--- config.mk ---
export PLATFORM = sky130hd
export DESIGN_NAME = i2c_config_register_bank
export DESIGN_NICKNAME = d
export VERILOG_FILES = /design/src/core/i2c_cfg_pkg.sv /design/src/core/pin_sync.sv /design/src/core/i2c_config_register_bank.sv
export SDC_FILE = /design/constraint.sdc
export NUM_CORES = 1
export LEC_CHECK = 0
export BUFFER_PORTS_ARGS = -buffer_cell sky130_fd_sc_hd__buf_4
export CORE_AREA = 3 3 204 206
export DETAILED_ROUTE_END_ITERATION = 12
export DIE_AREA = 0 0 207 209
export GPL_TIMING_DRIVEN = 0
export PLACE_DENSITY = 0.67
export SYNTH_ARGS = -nofsm -noshare
export SYNTH_HDL_FRONTEND = slang
export SYNTH_SLANG_ARGS = --single-unit
--- constraint.sdc ---
create_clock -name mclk -period 4.9 [get_ports mclk]
set_input_delay 0.49 -clock mclk [delete_from_list [all_inputs] [get_ports mclk]]
set_output_delay 0.49 -clock mclk [all_outputs]
set_load 0.01 [all_outputs]
--- src/core/i2c_cfg_pkg.sv ---
// Purpose: Shared constants and types for the I2C configuration register bank.
// Assumes: 8-bit registers, one paged group and one global page selector.
// Notes: Defaults model the non-volatile image loaded at every reset.
package i2c_cfg_pkg;

  ////////////////////////////////////////////////////////////////////////////
  // Bus addressing and paging.
  localparam logic [6:0] TARGET_ADDR_BASE = 7'h20;
  localparam int STRAP_BITS = 2;
  localparam logic [7:0] PAGE_SEL_ADDR = 8'hef;
  localparam logic [7:0] PAGE_SEL_DEFAULT = 8'h80;
  localparam logic [7:0] CFG_PAGE = 8'h82;
  localparam int REG_COUNT = 40;
  localparam logic [7:0] LAST_PAGED_ADDR = 8'h27;

  ////////////////////////////////////////////////////////////////////////////
  // Clock and link rates.
  localparam int MCLK_HZ = 20000000;
  localparam int STD_RATE_KBPS = 100;
  localparam int FAST_RATE_KBPS = 400;
  localparam int FAST_BIT_CYC = MCLK_HZ / (FAST_RATE_KBPS * 1000);
  localparam int STD_BIT_CYC = MCLK_HZ / (STD_RATE_KBPS * 1000);
  localparam int SYNC_STAGES = 3;
  localparam logic [3:0] BITS_PER_BYTE = 4'h8;

  ////////////////////////////////////////////////////////////////////////////
  // Register offsets in the configuration page.
  localparam logic [7:0] RAIL_A_TRANSITION_COMP_CFG = 8'h00;
  localparam logic [7:0] RAIL_B_TRANSITION_COMP_CFG = 8'h01;
  localparam logic [7:0] RAIL_C_TRANSITION_COMP_CFG = 8'h02;
  localparam logic [7:0] RAIL_A_ONTIME_RIPPLE_CFG = 8'h03;
  localparam logic [7:0] RAIL_B_ONTIME_RIPPLE_CFG = 8'h04;
  localparam logic [7:0] RAIL_C_ONTIME_RIPPLE_CFG = 8'h05;
  localparam logic [7:0] FAST_VMODE_UNDERVOLT_MISC_CFG = 8'h06;
  localparam logic [7:0] TEMP_SENSE_SELECT_CFG = 8'h07;
  localparam logic [7:0] FAST_VMODE_NONOVERLAP_CFG = 8'h08;
  localparam logic [7:0] SINGLE_PHASE_MGMT_RAMP_CFG = 8'h09;
  localparam logic [7:0] RIPPLE_COMP_MISC_AB_CFG = 8'h0a;
  localparam logic [7:0] RAIL_A_CURRENT_LIMIT_CFG = 8'h10;
  localparam logic [7:0] CURRENT_LIMIT_BOOT_SLEW_CFG = 8'h11;
  localparam logic [7:0] RAIL_B_CURRENT_LIMIT_CFG = 8'h12;
  localparam logic [7:0] RAIL_C_CURRENT_LIMIT_CFG = 8'h13;
  localparam logic [7:0] ZERO_LOADLINE_CFG = 8'h14;
  localparam logic [7:0] ONTIME_GAIN_AB_CFG = 8'h15;
  localparam logic [7:0] ONTIME_C_CURRENT_GAIN_AB_CFG = 8'h16;
  localparam logic [7:0] CURRENT_GAIN_BC_PHASE_MGMT_EN = 8'h17;
  localparam logic [7:0] DOUBLER_PHASE_SENSE_SELECT = 8'h18;
  localparam logic [7:0] RAIL_D_CURRENT_LIMIT_CFG = 8'h19;
  localparam logic [7:0] RAIL_A_OVERSHOOT_GUARD_CFG = 8'h1a;
  localparam logic [7:0] RAIL_A_QUICK_RESPONSE_THRESH = 8'h1b;
  localparam logic [7:0] RAIL_B_QUICK_RESPONSE_THRESH = 8'h1c;
  localparam logic [7:0] RAMP_RESPONSE_THRESH_AB = 8'h1d;
  localparam logic [7:0] RAMP_THRESH_C_ZERO_CROSS_AB = 8'h1e;
  localparam logic [7:0] ZERO_CROSS_C_LIMIT_D_CFG = 8'h1f;
  localparam logic [7:0] FILTER_INITIAL_AB_CFG = 8'h20;
  localparam logic [7:0] POWER_STAGE_DOUBLER_FILTER_C_CFG = 8'h21;
  localparam logic [7:0] TRANSITION_LIFT_AB_CFG = 8'h22;
  localparam logic [7:0] TRANSITION_LIFT_C_CFG = 8'h23;
  localparam logic [7:0] SYS_POWER_TRISTATE_ZERO_CFG = 8'h24;
  localparam logic [7:0] RAIL_A_LOADLINE_FILTER_OFFSET = 8'h25;
  localparam logic [7:0] RAIL_B_LOADLINE_FILTER_OFFSET = 8'h26;
  localparam logic [7:0] RAIL_C_LOADLINE_FILTER_OFFSET = 8'h27;

  ////////////////////////////////////////////////////////////////////////////
  // Register image types and the stored defaults.
  typedef logic [7:0] byte_t;
  typedef logic [REG_COUNT-1:0][7:0] reg_array_t;
  typedef struct packed {
    byte_t page;
    reg_array_t regs;
  } cfg_view_t;

  // Offsets 0x0b to 0x0f hold no register.
  localparam logic [REG_COUNT-1:0] REG_MAPPED = 40'hffffff07ff;
  // Highest offset first.
  localparam reg_array_t REG_DEFAULTS = {
    8'h20, 8'h20, 8'he0, 8'h05, 8'h32, 8'h54, 8'h3e, 8'h11,
    8'h02, 8'he0, 8'hb6, 8'h55, 8'h21, 8'hc0, 8'h20, 8'h00,
    8'ha7, 8'h3f, 8'h34, 8'h00, 8'h28, 8'h51, 8'h22, 8'hb0,
    8'h00, 8'h00, 8'h00, 8'h00, 8'h00, 8'h00, 8'h07, 8'h00,
    8'h10, 8'h21, 8'h80, 8'h00, 8'h80, 8'hc2, 8'hc4, 8'h4c
  };

endpackage

--- src/core/pin_sync.sv ---
// Purpose: Three-stage synchroniser with an agreement filter for pin inputs.
// Assumes: Inputs are asynchronous to mclk.
// Notes: The output level moves only when the second and third stages agree.
`timescale 1ns/1ps
module pin_sync #(
  parameter int WIDTH = 4,
  parameter logic [WIDTH-1:0] RESET_LEVEL = '1
) (
  // Clock and reset.
  input wire logic mclk,
  input wire logic srst,
  // Raw pins and filtered levels.
  input wire logic [WIDTH-1:0] pinIn,
  output logic [WIDTH-1:0] level
);

  typedef struct packed {
    logic [WIDTH-1:0] first;
    logic [WIDTH-1:0] second;
    logic [WIDTH-1:0] third;
    logic [WIDTH-1:0] level;
  } sync_state_t;

  sync_state_t cur;
  sync_state_t next_cur;

  always_comb begin
    next_cur = cur;
    next_cur.first = pinIn;
    next_cur.second = cur.first;
    next_cur.third = cur.second;
    for (int i = 0; i < WIDTH; i++) begin
      if (cur.second[i] == cur.third[i]) begin
        next_cur.level[i] = cur.third[i];
      end
    end
  end

  always_ff @(posedge mclk) begin
    if (srst) begin
      cur <= {RESET_LEVEL, RESET_LEVEL, RESET_LEVEL, RESET_LEVEL};
    end else begin
      cur <= next_cur;
    end
  end

  assign level = cur.level;

endmodule

--- src/core/i2c_config_register_bank.sv ---
// Purpose: I2C target port with the paged configuration register bank.
// Assumes: SCL and SDA are open-drain pins sampled on mclk; strap pins are static.
// Notes: Registers reload their stored defaults on every reset.
`timescale 1ns/1ps

//////////////////////////////////////////////////////////////////////////////
module i2c_config_register_bank (
  // Clock and reset.
  input wire logic mclk,
  input wire logic srst,
  // I2C pins.
  input wire logic sclIn,
  input wire logic sdaIn,
  output logic sdaOut,
  output logic sdaOeN,
  // Address straps.
  input wire logic [i2c_cfg_pkg::STRAP_BITS-1:0] addrSel,
  // Configuration image towards the regulator.
  output i2c_cfg_pkg::cfg_view_t cfgView
);

  //////////////////////////////////////////////////////////////////////////////
  // Types and state.
  typedef enum logic [3:0] {
    IDLE = 4'h0,
    DEV_ADDR = 4'h1,
    DEV_ACK = 4'h3,
    REG_ADDR = 4'h2,
    REG_ACK = 4'h6,
    WR_BYTE = 4'h7,
    WR_ACK = 4'h5,
    RD_BYTE = 4'h4,
    RD_ACK = 4'hc
  } xfer_state_t;

  typedef struct packed {
    xfer_state_t st;
    logic [3:0] bitCnt;
    i2c_cfg_pkg::byte_t shift;
    logic readDir;
    logic hostAck;
    i2c_cfg_pkg::byte_t ptr;
    logic sdaLow;
    logic sclPrev;
    logic sdaPrev;
    logic [i2c_cfg_pkg::STRAP_BITS-1:0] strap;
    i2c_cfg_pkg::byte_t page;
    i2c_cfg_pkg::reg_array_t regs;
  } state_t;

  state_t cur;
  state_t next_cur;

  logic scl;
  logic sda;
  logic [i2c_cfg_pkg::STRAP_BITS-1:0] strapPin;
  logic sclRise;
  logic sclFall;
  logic startSeen;
  logic stopSeen;
  logic addrHit;
  logic pagedHit;
  logic [6:0] ownAddr;

  //////////////////////////////////////////////////////////////////////////////
  // Pin synchronisation.
  pin_sync #(
    .WIDTH(i2c_cfg_pkg::STRAP_BITS + 2),
    .RESET_LEVEL({{i2c_cfg_pkg::STRAP_BITS{1'b0}}, 2'b11})
  ) u_pin_sync (
    .mclk(mclk),
    .srst(srst),
    .pinIn({addrSel, sdaIn, sclIn}),
    .level({strapPin, sda, scl})
  );

  //////////////////////////////////////////////////////////////////////////////
  // Bus events.
  assign sclRise = scl && !cur.sclPrev;
  assign sclFall = !scl && cur.sclPrev;
  assign startSeen = scl && cur.sclPrev && cur.sdaPrev && !sda;
  assign stopSeen = scl && cur.sclPrev && !cur.sdaPrev && sda;
  assign ownAddr = {i2c_cfg_pkg::TARGET_ADDR_BASE[6:i2c_cfg_pkg::STRAP_BITS], cur.strap};
  assign addrHit = (cur.shift[7:1] == ownAddr);
  assign pagedHit = (cur.page == i2c_cfg_pkg::CFG_PAGE) && (cur.ptr <= i2c_cfg_pkg::LAST_PAGED_ADDR)
                    && i2c_cfg_pkg::REG_MAPPED[cur.ptr[5:0]];

  // Unmapped offsets and foreign pages read as zero.
  function automatic i2c_cfg_pkg::byte_t readByte(input state_t s, input logic hit);
    i2c_cfg_pkg::byte_t val;
    val = 8'h00;
    if (s.ptr == i2c_cfg_pkg::PAGE_SEL_ADDR) begin
      val = s.page;
    end else if (hit) begin
      val = s.regs[s.ptr[5:0]];
    end
    return val;
  endfunction

  //////////////////////////////////////////////////////////////////////////////
  // Next-state logic.
  always_comb begin
    next_cur = cur;
    next_cur.sclPrev = scl;
    next_cur.sdaPrev = sda;
    if (cur.st == IDLE) begin
      next_cur.strap = strapPin;
    end
    if (startSeen) begin
      next_cur.st = DEV_ADDR;
      next_cur.bitCnt = 4'h0;
      next_cur.sdaLow = 1'b0;
    end else if (stopSeen) begin
      next_cur.st = IDLE;
      next_cur.sdaLow = 1'b0;
    end else begin
      unique case (cur.st)
        IDLE: begin
          next_cur.sdaLow = 1'b0;
        end
        DEV_ADDR, REG_ADDR, WR_BYTE: begin
          if (sclRise) begin
            next_cur.shift = {cur.shift[6:0], sda};
            next_cur.bitCnt = cur.bitCnt + 4'h1;
          end else if (sclFall && cur.bitCnt == i2c_cfg_pkg::BITS_PER_BYTE) begin
            next_cur.bitCnt = 4'h0;
            next_cur.sdaLow = 1'b1;
            if (cur.st == DEV_ADDR) begin
              if (addrHit) begin
                next_cur.st = DEV_ACK;
                next_cur.readDir = cur.shift[0];
              end else begin
                next_cur.st = IDLE;
                next_cur.sdaLow = 1'b0;
              end
            end else if (cur.st == REG_ADDR) begin
              next_cur.ptr = cur.shift;
              next_cur.st = REG_ACK;
            end else begin
              if (cur.ptr == i2c_cfg_pkg::PAGE_SEL_ADDR) begin
                next_cur.page = cur.shift;
              end else if (pagedHit) begin
                next_cur.regs[cur.ptr[5:0]] = cur.shift;
              end
              next_cur.ptr = cur.ptr + 8'h01;
              next_cur.st = WR_ACK;
            end
          end
        end
        DEV_ACK: begin
          if (sclFall) begin
            next_cur.bitCnt = 4'h0;
            if (cur.readDir) begin
              next_cur.shift = readByte(cur, pagedHit);
              next_cur.sdaLow = !next_cur.shift[7];
              next_cur.st = RD_BYTE;
            end else begin
              next_cur.sdaLow = 1'b0;
              next_cur.st = REG_ADDR;
            end
          end
        end
        REG_ACK, WR_ACK: begin
          if (sclFall) begin
            next_cur.sdaLow = 1'b0;
            next_cur.bitCnt = 4'h0;
            next_cur.st = WR_BYTE;
          end
        end
        RD_BYTE: begin
          if (sclRise) begin
            next_cur.bitCnt = cur.bitCnt + 4'h1;
          end else if (sclFall) begin
            if (cur.bitCnt == i2c_cfg_pkg::BITS_PER_BYTE) begin
              next_cur.sdaLow = 1'b0;
              next_cur.ptr = cur.ptr + 8'h01;
              next_cur.st = RD_ACK;
            end else begin
              next_cur.shift = {cur.shift[6:0], 1'b0};
              next_cur.sdaLow = !cur.shift[6];
            end
          end
        end
        RD_ACK: begin
          if (sclRise) begin
            next_cur.hostAck = !sda;
          end else if (sclFall) begin
            next_cur.bitCnt = 4'h0;
            if (cur.hostAck) begin
              next_cur.shift = readByte(cur, pagedHit);
              next_cur.sdaLow = !next_cur.shift[7];
              next_cur.st = RD_BYTE;
            end else begin
              next_cur.sdaLow = 1'b0;
              next_cur.st = IDLE;
            end
          end
        end
        default: begin
          next_cur.st = IDLE;
          next_cur.sdaLow = 1'b0;
        end
      endcase
    end
  end

  //////////////////////////////////////////////////////////////////////////////
  // State register.
  always_ff @(posedge mclk) begin
    if (srst) begin
      cur <= '0;
      cur.st <= IDLE;
      cur.sclPrev <= 1'b1;
      cur.sdaPrev <= 1'b1;
      cur.page <= i2c_cfg_pkg::PAGE_SEL_DEFAULT;
      cur.regs <= i2c_cfg_pkg::REG_DEFAULTS;
    end else begin
      cur <= next_cur;
    end
  end

  //////////////////////////////////////////////////////////////////////////////
  // Outputs.
  // SCL is never driven, so the host sets the pace of every bit.
  assign sdaOut = 1'b0;
  assign sdaOeN = !cur.sdaLow;
  assign cfgView.page = cur.page;
  assign cfgView.regs = cur.regs;

  //////////////////////////////////////////////////////////////////////////////
  // Checks.
  localparam int FAST_BIT_CYC = i2c_cfg_pkg::FAST_BIT_CYC;
  logic [7:0] lowAge;

  // Counts cycles since SCL was last seen falling.
  always_ff @(posedge mclk) begin
    if (srst || sclFall) begin
      lowAge <= 8'h00;
    end else if (lowAge != 8'hff) begin
      lowAge <= lowAge + 8'h01;
    end
  end

  chk_addr_miss: assert property (@(posedge mclk) disable iff (srst)
    (cur.st == DEV_ADDR && sclFall && !startSeen && !stopSeen && cur.bitCnt == 4'h8 && !addrHit)
    |=> (cur.st == IDLE && !cur.sdaLow))
    else $error("foreign address was acknowledged");

  chk_addr_ack: assert property (@(posedge mclk) disable iff (srst)
    (cur.st == DEV_ADDR && sclFall && !startSeen && !stopSeen && cur.bitCnt == 4'h8 && addrHit)
    |=> (cur.st == DEV_ACK && cur.sdaLow && !sdaOeN))
    else $error("own address was not acknowledged");

  chk_bit_follows: assert property (@(posedge mclk) disable iff (srst)
    (sclRise && !startSeen && !stopSeen && (cur.st == DEV_ADDR || cur.st == WR_BYTE))
    |=> (cur.bitCnt == $past(cur.bitCnt) + 4'h1))
    else $error("a host clock edge was not counted");

  chk_sda_low_phase: assert property (@(posedge mclk) disable iff (srst)
    ($changed(cur.sdaLow) && !$past(startSeen) && !$past(stopSeen))
    |-> (!scl && lowAge == 8'h00 && FAST_BIT_CYC > i2c_cfg_pkg::SYNC_STAGES + 1))
    else $error("SDA moved outside the start of the SCL low phase");

  chk_next_byte: assert property (@(posedge mclk) disable iff (srst)
    (cur.st == WR_ACK && sclFall && !startSeen && !stopSeen)
    |=> (cur.st == WR_BYTE && cur.bitCnt == 4'h0 && !cur.sdaLow))
    else $error("no further data byte accepted after acknowledge");

  chk_ptr_step: assert property (@(posedge mclk) disable iff (srst)
    (cur.st == WR_BYTE && sclFall && !startSeen && !stopSeen && cur.bitCnt == 4'h8)
    |=> (cur.ptr == $past(cur.ptr) + 8'h01) ##1 (cur.st == WR_ACK || cur.st == IDLE || cur.st == DEV_ADDR))
    else $error("register pointer did not advance by one");

  chk_paged_write: assert property (@(posedge mclk) disable iff (srst)
    (cur.st == WR_BYTE && sclFall && !startSeen && !stopSeen && cur.bitCnt == 4'h8 && pagedHit)
    |=> (cur.regs[$past(cur.ptr[5:0])] == $past(cur.shift)))
    else $error("paged register write was lost");

  chk_page_guard: assert property (@(posedge mclk) disable iff (srst)
    (cur.page != i2c_cfg_pkg::CFG_PAGE) |=> $stable(cur.regs))
    else $error("paged register changed while another page was selected");

  chk_page_write: assert property (@(posedge mclk) disable iff (srst)
    (cur.st == WR_BYTE && sclFall && !startSeen && !stopSeen && cur.bitCnt == 4'h8
     && cur.ptr == i2c_cfg_pkg::PAGE_SEL_ADDR)
    |=> (cur.page == $past(cur.shift) && $stable(cur.regs)))
    else $error("page selector write was lost");

  chk_foreign_drop: assert property (@(posedge mclk) disable iff (srst)
    (cur.st == WR_BYTE && sclFall && !startSeen && !stopSeen && cur.bitCnt == 4'h8 && !pagedHit)
    |=> $stable(cur.regs))
    else $error("a byte for an unreachable offset reached the bank");

  chk_read_step: assert property (@(posedge mclk) disable iff (srst)
    (cur.st == RD_BYTE && sclFall && !startSeen && !stopSeen && cur.bitCnt == 4'h8)
    |=> (cur.st == RD_ACK && !cur.sdaLow && cur.ptr == $past(cur.ptr) + 8'h01))
    else $error("read pointer did not advance after a byte");

  chk_read_more: assert property (@(posedge mclk) disable iff (srst)
    (cur.st == RD_ACK && sclFall && !startSeen && !stopSeen && cur.hostAck)
    |=> (cur.st == RD_BYTE && cur.bitCnt == 4'h0))
    else $error("no further read byte after host acknowledge");

  chk_read_end: assert property (@(posedge mclk) disable iff (srst)
    (cur.st == RD_ACK && sclFall && !startSeen && !stopSeen && !cur.hostAck)
    |=> (cur.st == IDLE && !cur.sdaLow))
    else $error("SDA still held after the host ended the read");

  // While a byte is sent, the pin enable must mirror the bit now at the top of the shifter.
  chk_read_bit: assert property (@(posedge mclk) disable iff (srst)
    (cur.st == RD_BYTE) |-> (sdaOeN == cur.shift[7]))
    else $error("read data bit on SDA differs from the register bit");

  chk_stop_idle: assert property (@(posedge mclk) disable iff (srst)
    stopSeen |=> (cur.st == IDLE && !cur.sdaLow))
    else $error("port did not return to idle after a stop");

  chk_strap_hold: assert property (@(posedge mclk) disable iff (srst)
    (cur.st != IDLE) |=> $stable(cur.strap))
    else $error("address straps changed during a transfer");

  chk_page_default: assert property (@(posedge mclk) disable iff (srst)
    $past(srst) |-> (cur.page == i2c_cfg_pkg::PAGE_SEL_DEFAULT && cfgView.page == cur.page))
    else $error("page selector missed its default after reset");

  for (genvar i = 0; i < i2c_cfg_pkg::REG_COUNT; i++) begin : g_reg_chk
    chk_reset_image: assert property (@(posedge mclk) disable iff (srst)
      $past(srst) |-> (cur.regs[i] == i2c_cfg_pkg::REG_DEFAULTS[i]))
      else $error("register missed its stored default after reset");
    if (!i2c_cfg_pkg::REG_MAPPED[i]) begin : g_hole
      chk_hole_fixed: assert property (@(posedge mclk) disable iff (srst)
        cur.regs[i] == 8'h00)
        else $error("unmapped offset took a value");
    end
  end

endmodule

* After elaboration in Yosys (flattened, before gate mapping)
Memory sizes are Yosys's and may differ from the RTL's. A register that Yosys moved wholly into a read port is not among the register bits.
Index checks and enable logic that the tools add are counted.
Widths: inputs -> output; s select.
** Storage, ports and cells
- Input port bits :: 6
- Bits in writable memories :: 0
- Logic and storage cells :: 225
- Memories :: 1
- Register bits after elaboration :: 375
- Bits in latches :: 0
- Memory bits (read-only) :: 64
- Output and inout port bits :: 330
** Operators by class
- Equal/unequal tests :: 42
- Order comparisons :: 3
- Multiply operators :: 0
- Multiplexer cells :: 74
- Add/subtract/negate cells :: 2
- Bitwise logic cells :: 7
- Reduce and logical (&&, ||, !) cells :: 37
- Shift-type cells :: 0
- Div/mod/pow operators :: 0
** Memories
- (name not given) :: depth 64, bits a word 1, read ports 1, clocked after Yosys merged registers in 1, write ports 0, line i2c_config_register_bank.sv:86 : && i2c_cfg_pkg::REG_MAPPED[cur.ptr[5:0]];
** Operators with widths (count)
- $bwmux 320 :: 1
- $mux 8 :: 26
- $bmux 8 s6 :: 1
- $demux 8 s6 :: 1
- $mux 16 :: 3
- $mux 9 :: 4
- $ne 4x4->1 const B :: 9
- $pmux 8 s4 :: 1
- $ne 2x2->1 const B :: 15
- $mux 4 :: 7
- $pmux 4 s6 :: 1
- $reduce_and 8->1 :: 3
- $mux 22 :: 1
- $pmux 4 s5 :: 1
- $reduce_and 10->1 :: 2
- $mux 1 :: 18
- $reduce_and 9->1 :: 2
- $eq 4x3->1 const B :: 4
- $eq 8x8->1 const B :: 2
- $pmux 8 s2 :: 1
- $mux 6 :: 2
- $reduce_and 12->1 :: 1
- $logic_and 1x1->1 :: 11
- $add 8x1->8 const B :: 1
- other kinds (24) :: 47

* Longest topological paths before layout
Gate-level depths: netlist of the first run.
- Depth in word-level cells :: 17
- Gate-level depth with buffers :: 11

* Hierarchy
Synthesis of the first run repeated with hierarchy kept, for this count alone.
** Second synthesis, totals
- Cells, all modules :: 2435
- Area, all modules :: 19665.1 µm²
** By module, submodules not included
- i2c_config_register_bank :: instances 1, cells each 2390, seq. area each 7206.9 µm², area an instance 19153.4 µm²
- pin_sync :: instances 1, cells each 45, seq. area each 320.3 µm², area an instance 511.7 µm²

* Worst setup path before layout of the first run
OpenSTA, ideal clock, no wires.
- Path kind :: register to register
- Start :: reg cur[351] (netlist name)
- End :: reg cur, in the netlist cfgView[256]
- Period minus slack after synthesis :: 2282 ps
- Path slack :: 2618 ps
- Stages on the path, launching flop included :: 11
- Arrival time :: 2153 ps
- Path buffers :: 2
- Cells stage by stage :: dfxtp_1 -> inv_1 -> ha_1 -> nand3b_1 -> nor4_4 -> and4_1 -> buf_2 -> buf_4 -> nand3_2 -> mux2i_1 -> nand2_1
** On the way
- Longest elaborated chain between the ends :: 3
** Ends and longest elaborated chain
- start, declared :: line i2c_config_register_bank.sv:51 : state_t cur;
- start signal, assigned :: line i2c_config_register_bank.sv:218 : cur <= next_cur;
- $eq 4x4->1 :: line i2c_config_register_bank.sv:125 : end else if (sclFall && cur.bitCnt == i2c_cfg_pkg::BITS_PER_BYTE) begin
- $logic_and 1x1->1 :: line i2c_config_register_bank.sv:125
- $reduce_and 9->1 (no source line)
Every way passes these cells.
A chain may end at the register's enable or synchronous reset.

* Worst setup path in the final report of the first run
- Start :: reg cur[333] (netlist name)
- End :: reg cur[345] (netlist name)
** On the way
- Longest elaborated chain between the ends :: 15
** Ends and longest elaborated chain
- $le 8x6->1 :: line i2c_config_register_bank.sv:85 : assign pagedHit = (cur.page == i2c_cfg_pkg::CFG_PAGE) && (cur.ptr <= i2c_cfg_pkg::LAST_PAGED_ADDR)
- $logic_and 1x1->1 :: line i2c_config_register_bank.sv:85
- $logic_and 1x1->1 :: line i2c_config_register_bank.sv:86
- $mux 8 :: line i2c_config_register_bank.sv:94 : end else if (hit) begin
- $mux 8 * :: line i2c_config_register_bank.sv:92 : if (s.ptr == i2c_cfg_pkg::PAGE_SEL_ADDR) begin
- $mux 8 :: line i2c_config_register_bank.sv:189 : if (cur.hostAck) begin
- $mux 8 :: line i2c_config_register_bank.sv:187 : end else if (sclFall) begin
- $mux 8 :: line i2c_config_register_bank.sv:185 : if (sclRise) begin
- $mux 8 :: line i2c_config_register_bank.sv:117 : unique case (cur.st)
- $mux 8 :: line i2c_config_register_bank.sv:113 : end else if (stopSeen) begin
- $mux 8 :: line i2c_config_register_bank.sv:109 : if (startSeen) begin
- $mux 8 :: line i2c_config_register_bank.sv:189
- $mux 16 :: line i2c_config_register_bank.sv:187
- $mux 16 :: line i2c_config_register_bank.sv:185
- $pmux 8 s4 * :: line i2c_config_register_bank.sv:117
Mark *: on every way between the ends. The rest lies on a longest branch, timed or not. The select of a mux whose other input is x is not followed.

==> impl_metrics.ini, run 1 <==
[floorplanning]
dieArea_um2 = 43300
die_h_um = 209
io_pins = 336
num_rows = 73
die_width_um = 207
start_util_pct = 49.8
core_um2 = 39800

[cts]
max-clock-path-buffers = 3
cts_sinks = 376
cts_htree_levels = 2
numCtsBuffers = 43
cts_tree = yes
worstSkewPairLatency_ns = 0.60
cts_resized = 0
path_clk_slew_ns = 0.06
cts-root-buf = clkbuf_16
cts_setup_buffers = 0
postCtsHoldBufs = 0

[timing]
finalSetupViolCount = 0
setup_tns_ns = 0
period_share_pct = 89.3
slew_headroom_pct = 3.60
worst_pin_slew_ns = 1.45
fmax_mhz = 229
final.min_clock_period_ns = 4.38
slew_violations = 0
timing_hold_violations_final = 0
fin_hold_ws_ns = 0.0947
rsz0062_at_grt = no
fin_skew_ns = 0.0381

[logic_synthesis]
netlist_instances = 2280
synth_edf_count = 0
syn_area_per_cell_um2 = 8.70
yosysMostFrequentCell = dfxtp_1
synthArstFlopShare_pct = 0
syn_area_um2 = 19800
synth_nets = 2289
yosysWarningCount = 0
synth.area.top_cells = dfxtp_1, buf_4, mux2i_1, nor2_1, o21ai_0
synth_top_area_share_pct = 38.0
synth.distinct_cells = 78
synthFlopType = dfxtp_1
ys_seq_area_share_pct = 38.0
synth_seq_cells = 376
yosys.area.top_type = dfxtp_1
synthTopCellsByCount = dfxtp_1, buf_4, nor2_1

[power_and_ir_drop]
p_total_w = 0.00624
static-leakage-power_nw = 9.98
p_per_area_nw_per_um2 = 257
ir_drop_mv = 0.288

[place]
portBuffers = 334
routabilityCongestion = 1.03
hpwlAfterDp_um = 71000

[grt]
antenna_found_initial = 2
grt_pass1_wl_um = 137000
track_usage_pct = 43.2
overflow = 0
grt_max_degree = 14
grt_pass1_vias = 19400

[worst_setup_path]
cp_num_cells = 8
path_class = reg2reg
path_cells = buf_4 -> buf_4 -> buf_2 -> clkbuf_1 -> nor3_1 -> a2111oi_0 -> a32oi_1 -> a211oi_1
reg2reg_depth = 8
endpoint = cur[345]$_SDFFE_PP0P_
critPathTopFamily = buffers and inverters
crit_slowest_cell = a2111oi_0
ff2ff_setup_slack_ns = 0.52
crit-reg2reg-launch = cur[333]$_SDFFE_PP0N_
worstPathRequired_ns = 5.39
cp_max_fo = 10
worstPathArrival_ns = 4.87
cpMostUsedCell = buf_4
critPathLaunchType = register
worst_r2r_endpoint = cur[345]$_SDFFE_PP0P_
critPathBufInv = 4
crit_path_end_kind = register
slowest_delay_ns = 1.08
startpoint = cur[333]$_SDFFE_PP0N_

[drt]
wl_um = 98200
avgRoutedWirePerCell_um = 30.5
drtIter0Drc = 2997
vias = 19900
ant_nets = 0
first_pass_iters = 6
remaining_drc_errors = 0
vias_per_cell = 6.19

[run]
cap_violations = 0

[final_layout]
fillers = 3533
synthToLayoutAreaGrowth_pct = 22.5
fin_nets = 2668
drive_gt1_share_pct = 33.1

[hold_path]
hold_path_class = in2reg

[outcome]
outcome = finished, final reports clean
## stage by stage
stage          util (%)  area (um2)  instances  setup WS (ns)
6_report           61.0       24300       3219          0.524
4_1_cts            61.0       24300       3215          0.880
5_1_grt            61.0       24300       3215          0.612
3_5_place_dp       57.8       23000       3139          0.863
3_3_place_gp       57.7       23000       3139          0.858
2_1_floorplan         -       19800       2280           2.62
## metal layers
layer	up-vias	share of wire (%)	GRT usage [%]
li1	8343	-	-
met1	9489	36	53.6
met2	1644	42	64.1
met3	453	14	14.8
met4	4	8.0	27.8
met5	-	0.12	1.67
## worst min-delay path by stage
stage	start	end	slack [ns]	cells after the start
global route	sdaIn	u_pin_sync.cur[13]$_SDFF_PP1_	0.10	2
global placement	u_pin_sync.cur[12]$_SDFF_PP1_	u_pin_sync.cur[8]$_SDFF_PP1_	0.40	1
detailed placement	u_pin_sync.cur[12]$_SDFF_PP1_	u_pin_sync.cur[8]$_SDFF_PP1_	0.40	1
finish	sdaIn	u_pin_sync.cur[13]$_SDFF_PP1_	0.09	2
floorplan	u_pin_sync.cur[12]$_SDFF_PP1_	u_pin_sync.cur[8]$_SDFF_PP1_	0.39	1
CTS	sdaIn	u_pin_sync.cur[13]$_SDFF_PP1_	0.08	2
## power by group
group,total (W),internal (W),switching (W)
logic,0.000106,0.0000143,0.0000912
registers,0.00306,0.00306,0.00000167
clock network,0.00307,0.00168,0.00139
total,0.00624,0.00475,0.00149
## worst reg2reg max path, stage by stage (launching register included)
cell and delay, ns:
dfxtp_1 0.38, buf_4 0.29, buf_4 0.36, buf_2 0.56
clkbuf_1 0.94, nor3_1 0.18, a2111oi_0 1.08, a32oi_1 0.23
a211oi_1 0.29
## sequential cells by signal, summed over array words and instances, names as in the netlist, named ones only
name	flops
u_pin_sync.level	4
u_pin_sync.cur	12
cur	31
cfgView	328
## final cells by class
type	count	area, um2	share of cell area, %
repair buffers	334	2510	10.3
clock buffers	55	1160	4.78
well taps	525	657	2.70
flip-flops and latches	376	7530	31.0
clock inverters	21	128	0.525
inverters	14	52.6	0.216
diodes	4	10.0	0.0412
plain buffers	507	3240	13.3
multi-input cells	1383	9020	37.1
## cells in the final DEF, fill, tap and decap left out, types with 6 or more instances in the layout
| cell | n |
|---|---|
| mux4_2 | 34 |
| o221ai_1 | 17 |
| nor2b_1 | 16 |
| or2_2 | 11 |
| nand4_1 | 6 |
| a31oi_1 | 6 |
| mux2i_1 | 223 |
| nor3_1 | 43 |
| a221oi_1 | 14 |
| buf_1 | 16 |
| a211oi_1 | 7 |
| a21oi_1 | 113 |
| a2bb2oi_1 | 8 |
| o22ai_1 | 24 |
| buf_4 | 676 |
| buf_2 | 38 |
| clkbuf_16 | 43 |
| dfxtp_1 | 376 |
| a22oi_1 | 10 |
| and3_1 | 9 |
| nand3_2 | 8 |
| nand2_1 | 192 |
| mux2_2 | 26 |
| nor2_1 | 249 |
| clkinvlp_4 | 6 |
| clkbuf_1 | 118 |
| nor2_2 | 15 |
| nand3_1 | 69 |
| nand2b_1 | 10 |
| o21ai_0 | 163 |
| o31ai_1 | 8 |
| clkinv_2 | 13 |
| inv_1 | 14 |
## logic make-up after synthesis
kind of cell / count (synthesis) / share of synthesized area, %
other: 1 / 0.0189
adder cells (fa/ha/maj): 4 / 0.240
flip-flops: 376 / 38.0
AO/OA/AOI/OAI: 413 / 12.5
AND/OR/NAND/NOR: 676 / 15.9
buffers and inverters: 521 / 16.6
multiplexers: 283 / 16.6
XOR/XNOR: 6 / 0.265
(Power assumes the default switching activity.)
==> run 2, diff against run 1 <==
- CORE_AREA: 3 3 204 206 -> 3 3 262 264
- DIE_AREA: 0 0 207 209 -> 0 0 265 267
- PLACE_DENSITY: 0.67 -> 0.44
==> run 2 against run 1 <==
Against the previous run: count of clock-buffer cells in the layout up 16; setup slack worse by 0.065 ns; critical path depth increased by 1; register-to-register slack worse by 0.07 ns; clock power grew 8.8%; utilization decreased by 24 points; sequential power about the same; sequential share of layout area fell by 0.69 points; wire length up 12%; critical path type unchanged; critical endpoint is now cur[348]$_SDFFE_PP0P_; largest cell class unchanged; largest power group unchanged.
==> impl_metrics.ini, run 2 (synthesis gave the netlist of run 1 again) <==
[outcome]
outcome = finished, final reports clean

[run]
cap_violations = 0

[hold_path]
min_to = u_pin_sync.cur[13]$_SDFF_PP1_
min_from = sdaIn
holdPathStages = 2
hold_path_class = in2reg

[power_and_ir_drop]
p_per_area_nw_per_um2 = 262
static-leakage-power_nw = 10.0
ir_drop_mv = 0.232

[floorplanning]
die_h_um = 267
num_rows = 95
start_util_pct = 29.7
dieArea_um2 = 70800
die_width_um = 265
io_pins = 336
core_um2 = 66800

[cts]
numCtsBuffers = 45
cts_resized = 0
postCtsHoldBufs = 0
path_clk_slew_ns = 0.06
cts_tree = yes
cts_htree_levels = 2
cts_setup_buffers = 0
max-clock-path-buffers = 3
worstSkewPairLatency_ns = 0.60
cts_sinks = 376
cts-root-buf = clkbuf_16

[timing]
worst_slack_ns = 0.459
period_share_pct = 90.6
fin_skew_ns = 0.0259
finalSetupViolCount = 0
setup_tns_ns = 0
fin_hold_ws_ns = 0.106
fmax_mhz = 225
rsz0062_at_grt = no
timing_hold_violations_final = 0
worst_pin_slew_ns = 1.46
slew_headroom_pct = 2.94
slew_violations = 0
final.min_clock_period_ns = 4.44

[grt]
grt_pass1_wl_um = 149000
grt_max_degree = 12
overflow = 0
track_usage_pct = 30.0
antenna_found_initial = 4
grt_pass1_vias = 18800

[worst_setup_path]
crit_path_end_kind = register
worst_r2r_endpoint = cur[348]$_SDFFE_PP0P_
ff2ff_setup_slack_ns = 0.46
cp_max_fo = 10
reg2reg_depth = 9
path_class = reg2reg
worstPathArrival_ns = 4.94
critPathLaunchType = register
crit-reg2reg-launch = cur[333]$_SDFFE_PP0N_
worstPathRequired_ns = 5.40

[place]
routabilityCongestion = 0.988
portBuffers = 334
hpwlAfterDp_um = 81400
dp.cells = 3487
post-place-ws_ns = 0.475

[final_layout]
layout_common_cells = buf_4, dfxtp_1, nor2_1
largest_reg_flops = 328
drive_gt1_share_pct = 32.9
synthToLayoutAreaGrowth_pct = 25.3
multi_input_area_um2 = 9020
final_common_cell = buf_4
seq_area_um2 = 7530
fin_cells = 3569
fillers = 7083
fin_nets = 2671
finish.utilization_pct = 37.2

[drt]
ant_nets = 0
remaining_drc_errors = 0
vias_per_cell = 5.46
avgRoutedWirePerCell_um = 30.9
drtIter0Drc = 2067
wl_um = 110000
vias = 19500
first_pass_iters = 6
==> run 2: changes by cell type in the layout (fill, tap and decap cells not counted), sizes merged <==
cell | previous run | this run
clkinv | 13 | 6
bufinv | 0 | 1
inv | 16 | 15
diode | 4 | 2
clkinvlp | 6 | 0
clkbuf | 166 | 183
==> run 2: area by class of cell <==
class / count / share of cell area, %
multi-input cells: 1383 / 36.3
flip-flops and latches: 376 / 30.3
plain buffers: 507 / 13.0
repair buffers: 335 / 10.1
clock buffers: 71 / 5.42
well taps: 873 / 4.39
clock inverters: 8 / 0.277
inverters: 14 / 0.211
diodes: 2 / 0.0201
==> run 2: worst max-delay path by stage <==
stage	startpoint	to	depth (start not counted)
after floorplan	cur[351]$_SDFFE_PP0P_	cfgView[256]$_SDFFE_PP1P_	10
after global placement	cur[333]$_SDFFE_PP0N_	cur[345]$_SDFFE_PP0P_	8
after detailed placement	cur[333]$_SDFFE_PP0N_	cur[345]$_SDFFE_PP0P_	8
after CTS	cur[333]$_SDFFE_PP0N_	cur[345]$_SDFFE_PP0P_	8
after global routing	cur[333]$_SDFFE_PP0N_	cur[348]$_SDFFE_PP0P_	9
final	cur[333]$_SDFFE_PP0N_	cur[348]$_SDFFE_PP0P_	9
==> run 2: per-layer routing <==
metal | track usage [%] | vias up | wire, um | share of wire [%]
met5 | 0 | - | 32 | 0.029
met2 | 48.7 | 1140 | 50400 | 46
li1 | - | 8364 | - | -
met1 | 38.4 | 9727 | 44400 | 40
met3 | 5.72 | 254 | 9300 | 8.4
met4 | 14.5 | 4 | 5960 | 5.4
==> run 2: stage by stage <==
stage	cell area, um2	total power [W]
after detailed placement	23400	0.00323
final	24900	0.00650
after CTS	24800	0.00652
after global routing	24900	0.00663
after floorplan	19800	0.00317
after global placement	23400	0.00323
==> run 2: power breakdown <==
| group | switching, W | internal (W) | total, W |
|---|---|---|---|
| sequential | 0.00000165 | 0.00306 | 0.00306 |
| clock | 0.00141 | 0.00193 | 0.00334 |
| combinational | 0.0000913 | 0.0000143 | 0.000106 |
| total | 0.00150 | 0.00500 | 0.00650 |
==> run 2: critical path, stage by stage (launching register included) <==
cell and delay [ns]:
dfxtp_1 0.40, buf_4 0.30, buf_4 0.38, buf_2 0.65, buf_2 0.53, clkbuf_1 0.73, nor3_1 0.14, nor3_1 0.55
nand4_1 0.33, a311oi_1 0.32
==> run 3, diff against run 2 <==
- GPL_TIMING_DRIVEN: 0 -> 1
==> run 3 against run 2 <==
Against the previous run: sequential share of layout area is 3.8 points higher; cell area is 11% lower; global-route usage is 7.1 points lower; power is 1.9% higher; maximum frequency is 34% higher; count of clock-buffer cells in the layout is 8 lower; sequential power hardly changed; final cell count is 13% lower; die area stayed put; critical path depth is 3 lower; utilization is 4.1 points lower; register-to-register slack better by 1.1 ns; critical path type unchanged; critical endpoint is now cur[349]$_SDFFE_PP0P_; largest cell class unchanged.
==> impl_metrics.ini, run 3 (synthesis gave the netlist of run 1 again) <==
[outcome]
outcome = finished, final reports clean

[cts]
cts_tree = yes
numCtsBuffers = 45
worstSkewPairLatency_ns = 0.59
cts_setup_buffers = 0
cts-root-buf = clkbuf_16
path_clk_slew_ns = 0.06
cts_htree_levels = 2
max-clock-path-buffers = 3
cts_sinks = 376
cts_resized = 0
postCtsHoldBufs = 0

[final_layout]
final_common_cell = buf_4
fillers = 6976
fin_nets = 2211
fin_cells = 3110
num_antenna_cells = 0
synthToLayoutAreaGrowth_pct = 11.6
layout_common_cells = buf_4, dfxtp_1, nor2_1
stdcell_area_um2 = 22100
finish.utilization_pct = 33.1
drive_gt1_share_pct = 25.7
largest_reg_flops = 328

[worst_setup_path]
worstPathRequired_ns = 5.37
ff2ff_setup_slack_ns = 1.59
critPathLaunchType = register
crit_path_end_kind = register
worstPathArrival_ns = 3.78
reg2reg_depth = 6
crit-reg2reg-launch = cur[334]$_SDFFE_PP0N_
path_class = reg2reg
worst_r2r_endpoint = cur[349]$_SDFFE_PP0P_
cp_max_fo = 36

[power_and_ir_drop]
p_total_w = 0.00663
static-leakage-power_nw = 8.24
p_per_area_nw_per_um2 = 300
ir_drop_mv = 0.228

[hold_path]
hold_path_class = in2reg
holdPathStages = 2
min_from = sclIn
min_to = u_pin_sync.cur[12]$_SDFF_PP1_

[timing]
slew_violations = 0
slew_headroom_pct = 34.7
worst_pin_slew_ns = 0.975
final.min_clock_period_ns = 3.31
fmax_mhz = 302
rsz0062_at_grt = no
period_share_pct = 67.6
fin_skew_ns = 0.0268
finalSetupViolCount = 0
setup_tns_ns = 0
timing_hold_violations_final = 0

[place]
portBuffers = 334
hpwlAfterDp_um = 58400
place_area_um2 = 20600
dp.cells = 3028
routabilityCongestion = 0.888

[grt]
antenna_found_initial = 0
overflow = 0
track_usage_pct = 22.9
grt_pass1_vias = 15800
grt_pass1_wl_um = 120000
grt_max_degree = 143

[drt]
vias_per_cell = 5.26
wl_um = 83700
first_pass_iters = 5
remaining_drc_errors = 0
vias = 16400
drtIter0Drc = 1597
avgRoutedWirePerCell_um = 26.9
ant_nets = 0

[floorplanning]
core_um2 = 66800
die_width_um = 265
die_h_um = 267
num_rows = 95
io_pins = 336
start_util_pct = 29.7
dieArea_um2 = 70800

[run]
cap_violations = 0
run 3: changes by cell type in the layout (fill, tap and decap cells not counted), sizes merged:
cell	previous run	this run
bufinv	1	4
clkinvlp	0	5
buf	730	381
diode	2	0
clkbuf	183	64
clkinv	6	9
run 3: worst max-delay path, cell delays in order (launching register included):
cell	delay [ns]
dfxtp_4	0.56
nand2b_1	0.58
nor2_1	0.74
a222oi_1	0.21
a311oi_1	0.62
nand4_1	0.20
a311oi_1	0.25
run 3: cell type report:
type | instances | area [um2] | share of cell area (%)
clock buffers | 63 | 1310 | 5.90
clock inverters | 19 | 215 | 0.973
inverters | 14 | 52.6 | 0.238
multi-input cells | 1383 | 9020 | 40.8
flip-flops and latches | 376 | 7550 | 34.1
well taps | 873 | 1090 | 4.94
repair buffers | 382 | 2890 | 13.0
run 3: how the worst max path moves through the flow:
stage	cells past startpoint	start	to
global route	8	cur[355]$_SDFFE_PP0P_	cfgView[216]$_SDFFE_PP1P_
floorplan	10	cur[351]$_SDFFE_PP0P_	cfgView[256]$_SDFFE_PP1P_
detailed placement	8	cur[334]$_SDFFE_PP0N_	cfgView[327]$_SDFFE_PP1P_
CTS	8	cur[334]$_SDFFE_PP0N_	cfgView[322]$_SDFFE_PP0P_
global placement	8	cur[334]$_SDFFE_PP0N_	cfgView[326]$_SDFFE_PP0P_
finish	6	cur[334]$_SDFFE_PP0N_	cur[349]$_SDFFE_PP0P_
run 3: through the flow:
stage | hold WS, ns | setup slack [ns]
detailed placement | 0.429 | 1.65
CTS | 0.0658 | 1.62
global route | 0.0806 | 1.33
floorplan | 0.389 | 2.62
global placement | 0.442 | 1.67
finish | 0.0958 | 1.59
run 3: per-layer routing:
| metal | part of all wire (%) | track usage (%) | up-vias |
|---|---|---|---|
| li1 | - | - | 7449 |
| met1 | 44 | 30.4 | 8201 |
| met2 | 48 | 38.3 | 602 |
| met3 | 5.5 | 3.84 | 122 |
| met4 | 2.9 | 6.56 | 0 |
| met5 | 0 | 0 | - |
run 3: where the power goes:
| group | leakage [nW] | internal [W] | total (W) | switching (W) |
|---|---|---|---|---|
| logic | 4.46 | 0.0000106 | 0.0000702 | 0.0000595 |
| clock network | 0.737 | 0.00207 | 0.00350 | 0.00142 |
| registers | 3.04 | 0.00306 | 0.00306 | 0.00000173 |
